`src/pkg/vss_pkg.sv`:
```
// Constants and types for the soft-start and fault sequencer.
package vss_pkg;

  // ==========================================================================
  // Widths
  // ==========================================================================
  localparam int unsigned PHASES    = 3;
  localparam int unsigned REF_W     = 8;
  localparam int unsigned CNT_W     = 16;

  // ==========================================================================
  // Phase output drive states
  // ==========================================================================
  typedef enum logic [1:0] {
    VSS_PH_OPEN,
    VSS_PH_MID,
    VSS_PH_LOW,
    VSS_PH_RUN
  } vss_phase_e;

  typedef enum logic [2:0] {
    VSS_ST_OFF,
    VSS_ST_DETECT,
    VSS_ST_MIDSET,
    VSS_ST_RAMP,
    VSS_ST_RUN,
    VSS_ST_OVP_DOWN,
    VSS_ST_OVP_HOLD,
    VSS_ST_LATCHED
  } vss_state_e;

  // ==========================================================================
  // Timing
  // ==========================================================================
  localparam int unsigned CLK_MHZ          = 100;
  localparam int unsigned OC_LATCH_US      = 50;
  localparam int unsigned OC_LATCH_CYC     = OC_LATCH_US * CLK_MHZ;
  localparam int unsigned DETECT_NS        = 1000;
  localparam int unsigned DETECT_CYC       = (DETECT_NS * CLK_MHZ + 999) / 1000;
  localparam int unsigned SLEW_STEP_NS     = 100;
  localparam int unsigned SLEW_STEP_CYC    = (SLEW_STEP_NS * CLK_MHZ) / 1000;

  // ==========================================================================
  // Reset values and increments
  // ==========================================================================
  localparam logic [REF_W-1:0] REF_ZERO    = 8'h00;
  localparam logic [REF_W-1:0] REF_STEP    = 8'h01;
  localparam logic [CNT_W-1:0] CNT_ZERO    = 16'h0000;
  localparam logic [CNT_W-1:0] CNT_ONE     = 16'h0001;

endpackage : vss_pkg

```
`src/logic/vss_sequencer.sv`:
```
// Start-up, soft-start and protection sequencer for a multiphase regulator.
`timescale 1ns/1ps
`default_nettype none

// Operation
// - Undervoltage on the 5 V supply or ramp supply prevents or aborts regulation.
// - Driver enable pulled low returns phases to mid-level and restarts soft-start.
// - A counter steps the reference code from zero to target at fixed slew.
// - Before enabling, phases stay open with a test current to detect phase count.
// - After configuration, all phase outputs go to the 2.0 V mid-level state.
// - Then driver enable asserts, compensation releases, and the ramp begins.
// - Each detected phase stays mid-level until its first pulse; an undetected phase stays mid-level.
// - Total current limit scales with active phase count in reduced-phase mode.
// - Current above the lower threshold starts the latch-off counter.
// - Over-current still present after 50 us shuts the device down.
// - Current above the 15 uA upper threshold shuts down at once.
// - Over-current shutdown stays latched until enable goes low.
// - Output 300 mV below reference-minus-droop drives regulator ready low.
// - Output 175 mV above reference forces phases low until enable goes low.
// - After the first over-voltage trip the reference ramps down to zero.
// - At zero after over-voltage, phases stay low, driver enable stays high.
// - Over-voltage fault persists until enable goes low.
// - During soft-start the fixed 2.2 V over-voltage threshold is used.
// - The 4 V ramp supply check is active only while enabled.
module vss_sequencer
  import vss_pkg::*;
(
  input  wire logic                      core_clk,
  input  wire logic                      srst,
  input  wire logic                      enable_in,
  input  wire logic                      vcc_uv_cmp,
  input  wire logic                      ramp_supply_uv_cmp,
  input  wire logic                      driver_enable_in,
  input  wire logic                      current_limit_sense_low_cmp,
  input  wire logic                      current_limit_sense_high_cmp,
  input  wire logic                      out_uv_cmp,
  input  wire logic                      ovp_ref_cmp,
  input  wire logic                      ovp_fixed_cmp,
  input  wire logic                      reduced_phase_mode,
  input  wire logic [1:0]                active_phases,
  input  wire logic [PHASES-1:0]         phase_detect_cmp,
  input  wire logic [PHASES-1:0]         first_pulse,
  input  wire logic [vss_pkg::REF_W-1:0] target_code,
  output var  logic [vss_pkg::REF_W-1:0] ref_code,
  output var  vss_pkg::vss_phase_e       phase_mode [PHASES],
  output var  logic                      test_current_en,
  output var  logic [PHASES-1:0]         phases_present,
  output var  logic                      driver_enable_out,
  output var  logic                      comp_release,
  output var  logic                      regulator_ready_out,
  output var  logic                      current_limit_sense_scale_en,
  output var  logic [1:0]                current_limit_sense_scale_phases,
  output var  logic                      oc_fault,
  output var  logic                      ov_fault
);

  // ==========================================================================
  // Input synchronisation
  // ==========================================================================
  localparam int unsigned NSYNC = 12 + 2 * PHASES;
  logic [NSYNC-1:0] raw_s;
  logic             en_s, vuv_s, ruv_s, drv_s, ilo_s, ihi_s, ouv_s, ovr_s, ovf_s;
  logic             rpm_s;
  logic [1:0]       aph_s;
  logic [PHASES-1:0] det_s, pul_s;

  vss_sync2 #(.W(NSYNC)) u_sync (
    .core_clk (core_clk),
    .srst     (srst),
    .async_in ({enable_in, vcc_uv_cmp, ramp_supply_uv_cmp, driver_enable_in,
                current_limit_sense_low_cmp, current_limit_sense_high_cmp, out_uv_cmp, ovp_ref_cmp, ovp_fixed_cmp,
                reduced_phase_mode, active_phases, phase_detect_cmp, first_pulse}),
    .sync_out (raw_s)
  );

  assign {en_s, vuv_s, ruv_s, drv_s, ilo_s, ihi_s, ouv_s, ovr_s, ovf_s,
          rpm_s, aph_s, det_s, pul_s} = raw_s;

  // ==========================================================================
  // Sequencer state
  // ==========================================================================
  vss_state_e        st_q, st_d;
  logic [REF_W-1:0]  ref_q, ref_d;
  logic [CNT_W-1:0]  tmr_q, tmr_d;
  logic [CNT_W-1:0]  oc_q, oc_d;
  logic [PHASES-1:0] fired_q, fired_d;
  logic [PHASES-1:0] pres_q, pres_d;
  logic              drv_q, drv_d;
  logic              ok_q, ok_d;
  logic              ocf_q, ocf_d;
  logic              ovf_q, ovf_d;
  logic              supply_uv;
  logic              ov_now;
  logic              step_tick;

  // The ramp supply check is ignored while disabled, as its pin floats then.
  assign supply_uv = vuv_s | (en_s & ruv_s);
  // Reference-relative threshold is unusable while the reference is still low.
  assign ov_now    = (st_q == VSS_ST_RAMP) ? ovf_s : ovr_s;
  assign step_tick = (tmr_q >= CNT_W'(SLEW_STEP_CYC - 1));

  always_comb begin
    st_d    = st_q;
    ref_d   = ref_q;
    tmr_d   = tmr_q;
    oc_d    = oc_q;
    fired_d = fired_q;
    pres_d  = pres_q;
    drv_d   = drv_q;
    ok_d    = ok_q;
    ocf_d   = ocf_q;
    ovf_d   = ovf_q;

    if ((st_q inside {VSS_ST_RAMP, VSS_ST_RUN}) && ilo_s) begin
      oc_d = oc_q + CNT_ONE;
    end else begin
      oc_d = CNT_ZERO;
    end

    case (st_q)
      VSS_ST_OFF: begin
        ref_d   = REF_ZERO;
        drv_d   = 1'b0;
        ok_d    = 1'b0;
        fired_d = '0;
        tmr_d   = CNT_ZERO;
        if (en_s && !supply_uv) begin
          st_d = VSS_ST_DETECT;
        end
      end
      VSS_ST_DETECT: begin
        tmr_d  = tmr_q + CNT_ONE;
        pres_d = det_s;
        if (tmr_q >= CNT_W'(DETECT_CYC - 1)) begin
          tmr_d = CNT_ZERO;
          st_d  = VSS_ST_MIDSET;
        end
      end
      VSS_ST_MIDSET: begin
        drv_d = 1'b1;
        tmr_d = CNT_ZERO;
        // The readback lags by the synchroniser; waiting for it also sits out a driver hold.
        if (drv_q && drv_s) begin
          st_d = VSS_ST_RAMP;
        end
      end
      VSS_ST_RAMP, VSS_ST_RUN: begin
        fired_d = fired_q | (pul_s & pres_q);
        tmr_d   = step_tick ? CNT_ZERO : tmr_q + CNT_ONE;
        if (step_tick && ref_q < target_code) begin
          ref_d = ref_q + REF_STEP;
        end else if (step_tick && ref_q > target_code) begin
          ref_d = ref_q - REF_STEP;
        end
        if (st_q == VSS_ST_RAMP && ref_q == target_code) begin
          st_d = VSS_ST_RUN;
        end
        ok_d = (st_q == VSS_ST_RUN) && !ouv_s;
        if (ov_now) begin
          ovf_d = 1'b1;
          ok_d  = 1'b0;
          tmr_d = CNT_ZERO;
          st_d  = VSS_ST_OVP_DOWN;
        end
      end
      VSS_ST_OVP_DOWN: begin
        ok_d  = 1'b0;
        tmr_d = step_tick ? CNT_ZERO : tmr_q + CNT_ONE;
        if (ref_q == REF_ZERO) begin
          st_d = VSS_ST_OVP_HOLD;
        end else if (step_tick) begin
          ref_d = ref_q - REF_STEP;
        end
      end
      VSS_ST_OVP_HOLD: begin
        ok_d = 1'b0;
      end
      VSS_ST_LATCHED: begin
        drv_d = 1'b0;
        ok_d  = 1'b0;
        ref_d = REF_ZERO;
      end
      default: begin
        st_d = VSS_ST_OFF;
      end
    endcase

    // Over-current shuts down at once on the upper level, or after the timer.
    if ((st_q inside {VSS_ST_RAMP, VSS_ST_RUN}) &&
        (ihi_s || (ilo_s && oc_q >= CNT_W'(OC_LATCH_CYC - 1)))) begin
      ocf_d = 1'b1;
      st_d  = VSS_ST_LATCHED;
      drv_d = 1'b0;
      ok_d  = 1'b0;
    end

    // Driver starvation restarts from mid-level, but not once a fault latched.
    if ((st_q inside {VSS_ST_RAMP, VSS_ST_RUN}) && !drv_s && drv_q &&
        !ov_now && !ocf_d) begin
      st_d    = VSS_ST_MIDSET;
      ref_d   = REF_ZERO;
      fired_d = '0;
      drv_d   = 1'b0;
      ok_d    = 1'b0;
    end

    // Supply loss aborts a start in progress; faults already latched stay.
    if (supply_uv && !ocf_d && !ovf_d &&
        (st_q inside {VSS_ST_DETECT, VSS_ST_MIDSET, VSS_ST_RAMP, VSS_ST_RUN})) begin
      st_d = VSS_ST_OFF;
      drv_d = 1'b0;
      ok_d  = 1'b0;
    end

    if (!en_s) begin
      st_d  = VSS_ST_OFF;
      ocf_d = 1'b0;
      ovf_d = 1'b0;
      drv_d = 1'b0;
      ok_d  = 1'b0;
      ref_d = REF_ZERO;
    end
  end

  always_ff @(posedge core_clk) begin
    if (srst) begin
      st_q    <= VSS_ST_OFF;
      ref_q   <= REF_ZERO;
      tmr_q   <= CNT_ZERO;
      oc_q    <= CNT_ZERO;
      fired_q <= '0;
      pres_q  <= '0;
      drv_q   <= 1'b0;
      ok_q    <= 1'b0;
      ocf_q   <= 1'b0;
      ovf_q   <= 1'b0;
    end else begin
      st_q    <= st_d;
      ref_q   <= ref_d;
      tmr_q   <= tmr_d;
      oc_q    <= oc_d;
      fired_q <= fired_d;
      pres_q  <= pres_d;
      drv_q   <= drv_d;
      ok_q    <= ok_d;
      ocf_q   <= ocf_d;
      ovf_q   <= ovf_d;
    end
  end

  // ==========================================================================
  // Registered outputs
  // ==========================================================================
  always_ff @(posedge core_clk) begin
    if (srst) begin
      ref_code            <= REF_ZERO;
      test_current_en     <= 1'b0;
      phases_present      <= '0;
      driver_enable_out   <= 1'b0;
      comp_release        <= 1'b0;
      regulator_ready_out <= 1'b0;
      current_limit_sense_scale_en       <= 1'b0;
      current_limit_sense_scale_phases   <= 2'h0;
      oc_fault            <= 1'b0;
      ov_fault            <= 1'b0;
      for (int i = 0; i < PHASES; i++) phase_mode[i] <= VSS_PH_OPEN;
    end else begin
      ref_code            <= ref_d;
      test_current_en     <= (st_d == VSS_ST_DETECT);
      phases_present      <= pres_d;
      driver_enable_out   <= drv_d;
      comp_release        <= drv_d && (st_d inside {VSS_ST_RAMP, VSS_ST_RUN});
      regulator_ready_out <= ok_d;
      current_limit_sense_scale_en       <= rpm_s;
      current_limit_sense_scale_phases   <= rpm_s ? aph_s : 2'(PHASES);
      oc_fault            <= ocf_d;
      ov_fault            <= ovf_d;
      for (int i = 0; i < PHASES; i++) begin
        case (st_d)
          VSS_ST_OFF, VSS_ST_DETECT: phase_mode[i] <= VSS_PH_OPEN;
          VSS_ST_MIDSET:             phase_mode[i] <= VSS_PH_MID;
          VSS_ST_RAMP, VSS_ST_RUN:
            phase_mode[i] <= fired_d[i] ? VSS_PH_RUN : VSS_PH_MID;
          default:                   phase_mode[i] <= VSS_PH_LOW;
        endcase
      end
    end
  end

  // ==========================================================================
  // Checks
  // ==========================================================================
  ovp_hold_drv_a: assert property (@(posedge core_clk) disable iff (srst)
    (st_q == VSS_ST_OVP_HOLD && en_s) |=> driver_enable_out)
    else $error("Driver enable dropped in over-voltage hold.");

  oc_fast_trip_a: assert property (@(posedge core_clk) disable iff (srst)
    (st_q == VSS_ST_RUN && ihi_s && en_s) |=> (st_q == VSS_ST_LATCHED))
    else $error("Upper current level did not shut down at once.");

  oc_latch_a: assert property (@(posedge core_clk) disable iff (srst)
    (st_q == VSS_ST_LATCHED && en_s) |=> (st_q == VSS_ST_LATCHED))
    else $error("Over-current latch released without enable low.");

  ovp_phase_low_a: assert property (@(posedge core_clk) disable iff (srst)
    (st_q == VSS_ST_OVP_DOWN) |-> ##1 (phase_mode[0] == VSS_PH_LOW || !en_s))
    else $error("Phases not low during over-voltage.");

  ovp_ramp_a: assert property (@(posedge core_clk) disable iff (srst)
    (st_q == VSS_ST_OVP_DOWN && ref_q != REF_ZERO && step_tick && en_s)
      |=> (ref_q == $past(ref_q) - REF_STEP))
    else $error("Reference did not step down after over-voltage.");

  ready_low_a: assert property (@(posedge core_clk) disable iff (srst)
    (st_q == VSS_ST_RUN && ouv_s) |=> !regulator_ready_out)
    else $error("Ready stayed high on output undervoltage.");

  mid_before_drv_a: assert property (@(posedge core_clk) disable iff (srst)
    $rose(driver_enable_out) |-> (phase_mode[0] == VSS_PH_MID))
    else $error("Driver enable rose before mid-level was set.");

  detect_open_a: assert property (@(posedge core_clk) disable iff (srst)
    test_current_en |-> (phase_mode[0] == VSS_PH_OPEN && !driver_enable_out))
    else $error("Test current driven while phases not open.");

  ramp_mono_a: assert property (@(posedge core_clk) disable iff (srst)
    (st_q == VSS_ST_RAMP && st_d == VSS_ST_RAMP && ref_q < target_code)
      |=> (ref_q - $past(ref_q) <= REF_STEP))
    else $error("Reference moved faster than one step.");

endmodule : vss_sequencer
`default_nettype wire

```
`src/logic/vss_sync2.sv`:
```
// Two-flop synchroniser for a vector of comparator levels.
`timescale 1ns/1ps
`default_nettype none
module vss_sync2 #(
  parameter int unsigned W = 1
) (
  input  wire logic         core_clk,
  input  wire logic         srst,
  input  wire logic [W-1:0] async_in,
  output var  logic [W-1:0] sync_out
);
  logic [W-1:0] meta_q;

  always_ff @(posedge core_clk) begin
    if (srst) begin
      meta_q   <= '0;
      sync_out <= '0;
    end else begin
      meta_q   <= async_in;
      sync_out <= meta_q;
    end
  end
endmodule : vss_sync2
`default_nettype wire

```
`config.mk`:
```
export PLATFORM = sky130hd
export DESIGN_NAME = vss_sequencer
export DESIGN_NICKNAME = d
export VERILOG_FILES = /design/src/pkg/vss_pkg.sv /design/src/logic/vss_sequencer.sv /design/src/logic/vss_sync2.sv
export SDC_FILE = /design/constraint.sdc
export NUM_CORES = 1
export LEC_CHECK = 0
export ABC_CLOCK_PERIOD_IN_PS = 7000
export CAP_MARGIN = 20
export CORE_MARGIN = 4
export CORE_UTILIZATION = 60
export DETAILED_ROUTE_END_ITERATION = 10
export DONT_BUFFER_PORTS = 1
export GPL_TIMING_DRIVEN = 0
export HOLD_SLACK_MARGIN = 0.05
export PLACE_DENSITY = 0.76
export SETUP_SLACK_MARGIN = 0.05
export SYNTH_ARGS = -nofsm -noshare
export SYNTH_HDL_FRONTEND = slang
export SYNTH_HIERARCHICAL = 1
export SYNTH_SLANG_ARGS = --single-unit
export TNS_END_PERCENT = 5
```
`constraint.sdc`:
```
create_clock -name core_clk -period 7 [get_ports core_clk]
set_input_delay 0 -clock core_clk [delete_from_list [all_inputs] [get_ports core_clk]]
set_output_delay 0 -clock core_clk [all_outputs]
set_load 0.01 [all_outputs]
```
==> out/metrics.yaml <==
rr_endpoint: "ref_code[5]$_SDFFE_PP0P_"
gp_congestion: 0.8371
yosys.area.top_type_share_pct: 43.18
core_area_um2: 7292
cts_buffers: 9
cts_resized: 0
period_needed_ns: 2.713
critPathLaunchType: "flip-flop"
nNetsFinal: 592
rr_startpoint: "ref_code[4]$_SDFFE_PP0P_"
synth_largest_area_cell: "dfxtp_1"
std_cell_rows: 31
vias: 3708
postRouteAntennaNets: 0
rsz0062_at_grt: "no"
synth_ff_type: "dfxtp_1"
antenna_cells: 0
yosysUniqueCellTypes: 66
start_util_pct: 62.30
cp.required_ns: 7.29
synth-seq-area-share_pct: 43.18
regToRegSetupSlack_ns: 4.29
rr_worst_depth: 8
maxCapViolCount: 0
synth_edf_count: 0
antenna_found_initial: 0
htreeDepth: 3
post-route-drc-count: 0
slew_violations: 0
grt_max_degree: 21
clock_skew_ns: 0.01023
ys_warn_count: 6
synth_most_common_cell: "dfxtp_1"
finalHoldViolCount: 0
syn_area_um2: 4543
io_pins: 54
via_per_inst: 5.678
wl_per_cell_um: 15.96
crit_family: "compound AO/OA/AOI/OAI gates"
status: "complete, no violations"
postCtsSetupRepairBufs: 0
setup_violations: 0
grt_pass1_vias: 3591
grtUsageTotal_pct: 24.19
ys_ff_latch: 98
wirelength_mm: 10.42
fin_area_um2: 5243
grt_overflow: 0
dpl-instance-area_um2: 4667
clockBufferDepth: 2
ys_top_cells_by_area: "dfxtp_1 43%, nor2_1 5.3%, nor2b_1 5.1%"
avgSynthCellArea_um2: 9.068
cts_root_buffer: "clkbuf_8"
cts.sinks: 98
grt_pass1_wl_mm: 17.04
crit_arrival_ns: 3.00
power_density_nw_per_um2: 187.1
ir_worst_vdd_mv: 0.2254
min_to: "u_sync/meta_q[2]$_SDFF_PP0_"
cts_tree: "built"
hpwl_mm: 6.747
crit_fanout: 7
crit_chain: "ha_1 > o21a_1 > o211ai_1 > a31oi_1 > or2_2 > a32oi_2 > nand2_1 > o32ai_1"
die_h_um: 95.02
whs_path_depth: 2
portBuffers: 0
fmax_mhz: 368.6
fillers: 558
die_w_um: 95.02
layout-drive-gt1-share_pct: 9.206
hp-start: "srst"
max_slew.worst_pin.slew_ns: 0.6802
async_flop_share_pct: 0
p_total_uw: 980.7
setup_tns_ns: 0
end_kind: "flip-flop"
holdBufCountCts: 37
drt_pass1_iterations: 5
synthCells: 501
drt_first_iter_violations: 200
cpMaxStageDelayCell: "dfxtp_1"
path_buf_inv: 0
max_stage_delay_ns: 0.59
clkTransAtPathRegs_ns: 0.11
dieArea_um2: 9028
critPathKind: "reg -> reg"
clock_latency_ns: 0.38
synth_common_cells: "98 x dfxtp_1, 64 x nor2_1, 37 x nor2b_1, 31 x nand2_1, 20 x inv_1"
syn_to_final_growth_pct: 15.40
power_leakage_nw: 1.967
syn_nets: 544
slew_headroom_pct: 54.66
hp-class: "in -> reg"
finalCritPeriodShare_pct: 38.76
==> per-layer routing <==
metal  wire length [um]  GRT usage, %  vias to the layer above
met4                248         11.06                        0
met3                548         5.367                       24
li1                   -             -                     1845
met2               5171         40.34                      115
met5                  0             0                        -
met1               4452         29.83                     1724
==> layout by cell type (no fill, tap or decap), types with 8 or more instances in the layout <==
| master | count |
|---|---|
| nor2b_1 | 37 |
| a31oi_1 | 8 |
| a211oi_1 | 9 |
| nor3_1 | 19 |
| clkbuf_8 | 9 |
| dfxtp_1 | 98 |
| a21oi_1 | 19 |
| inv_1 | 20 |
| nand3_1 | 18 |
| dlygate4sd3_1 | 37 |
| nor2_1 | 64 |
| nand2_1 | 31 |
| xor2_1 | 18 |
| xnor2_1 | 14 |
| ha_1 | 15 |
==> worst max path at each step <==
| stage | start | end | slack [ns] | cells after the start |
|---|---|---|---|---|
| 2_1_floorplan | ref_code[4]$_SDFFE_PP0P_ | ref_code[5]$_SDFFE_PP0P_ | 4.73 | 8 |
| 3_3_place_gp | ref_code[4]$_SDFFE_PP0P_ | ref_code[5]$_SDFFE_PP0P_ | 4.42 | 8 |
| 3_5_place_dp | ref_code[4]$_SDFFE_PP0P_ | ref_code[5]$_SDFFE_PP0P_ | 4.40 | 8 |
| 4_1_cts | ref_code[4]$_SDFFE_PP0P_ | ref_code[5]$_SDFFE_PP0P_ | 4.36 | 8 |
| 5_1_grt | ref_code[4]$_SDFFE_PP0P_ | ref_code[5]$_SDFFE_PP0P_ | 4.15 | 8 |
| 6_report | ref_code[4]$_SDFFE_PP0P_ | ref_code[5]$_SDFFE_PP0P_ | 4.29 | 8 |
==> power by group <==
part / leakage, nW / switching [mW] / internal [mW]
combinational: 1.07 / 0.0182 / 0.0262
clock: 0.103 / 0.222 / 0.142
sequential: 0.798 / 0.00472 / 0.568
==> state kept, by name (all words and copies together), names as in the netlist, 3 cells and up <==
name / count
phase_mode: 4
u_sync/sync_out: 18
st_q: 3
tmr_q: 16
ref_code: 8
fired_q: 3
u_sync/meta_q: 18
oc_q: 16
phases_present: 3
==> logic make-up (layout without fill, tap and decap cells) <==
kind of cell               count (synthesis)  in the layout  synth area share [%]
AOI/OAI and AO/OA                         85             85                 13.83
and+or+nand+nor                          228            228                 27.24
xor gates and xnor gates                  32             32                 6.169
DFF                                       98             98                 43.18
adders and majority gates                 15             15                 4.131
buffers and inverters                     39             92                 4.572
muxes                                      4              4                0.8813
==> cell type report <==
type | count | area (um^2) | area share [%]
timing repair buffer | 37 | 370.4 | 7.064
sequential | 98 | 1962 | 37.42
inverter | 20 | 75.07 | 1.432
tap | 99 | 123.9 | 2.363
buffer | 19 | 132.6 | 2.530
multi-input combinational | 364 | 2374 | 45.27
clock inverter | 7 | 81.33 | 1.551
clock buffer | 9 | 123.9 | 2.363
==> per-stage QoR <==
| step | setup slack, ns | hold slack (ns) | instances | util [%] |
|---|---|---|---|---|
| CTS | 4.355 | 0.3363 | 653 | 71.89 |
| floorplan | 4.730 | 0.1282 | 501 | - |
| global route | 4.148 | 0.3459 | 653 | 71.89 |
| finish | 4.287 | 0.3537 | 653 | 71.89 |
| global placement | 4.421 | 0.1288 | 600 | 64.00 |
| detailed placement | 4.398 | 0.1340 | 600 | 64.00 |
==> worst reg2reg max path: stages (launching register included) <==
cell      delay (ns)
dfxtp_1         0.59
ha_1            0.33
o21a_1          0.19
o211ai_1        0.17
a31oi_1         0.13
or2_2           0.38
a32oi_2         0.41
nand2_1         0.15
o32ai_1         0.29
(Power assumes the default switching activity.)
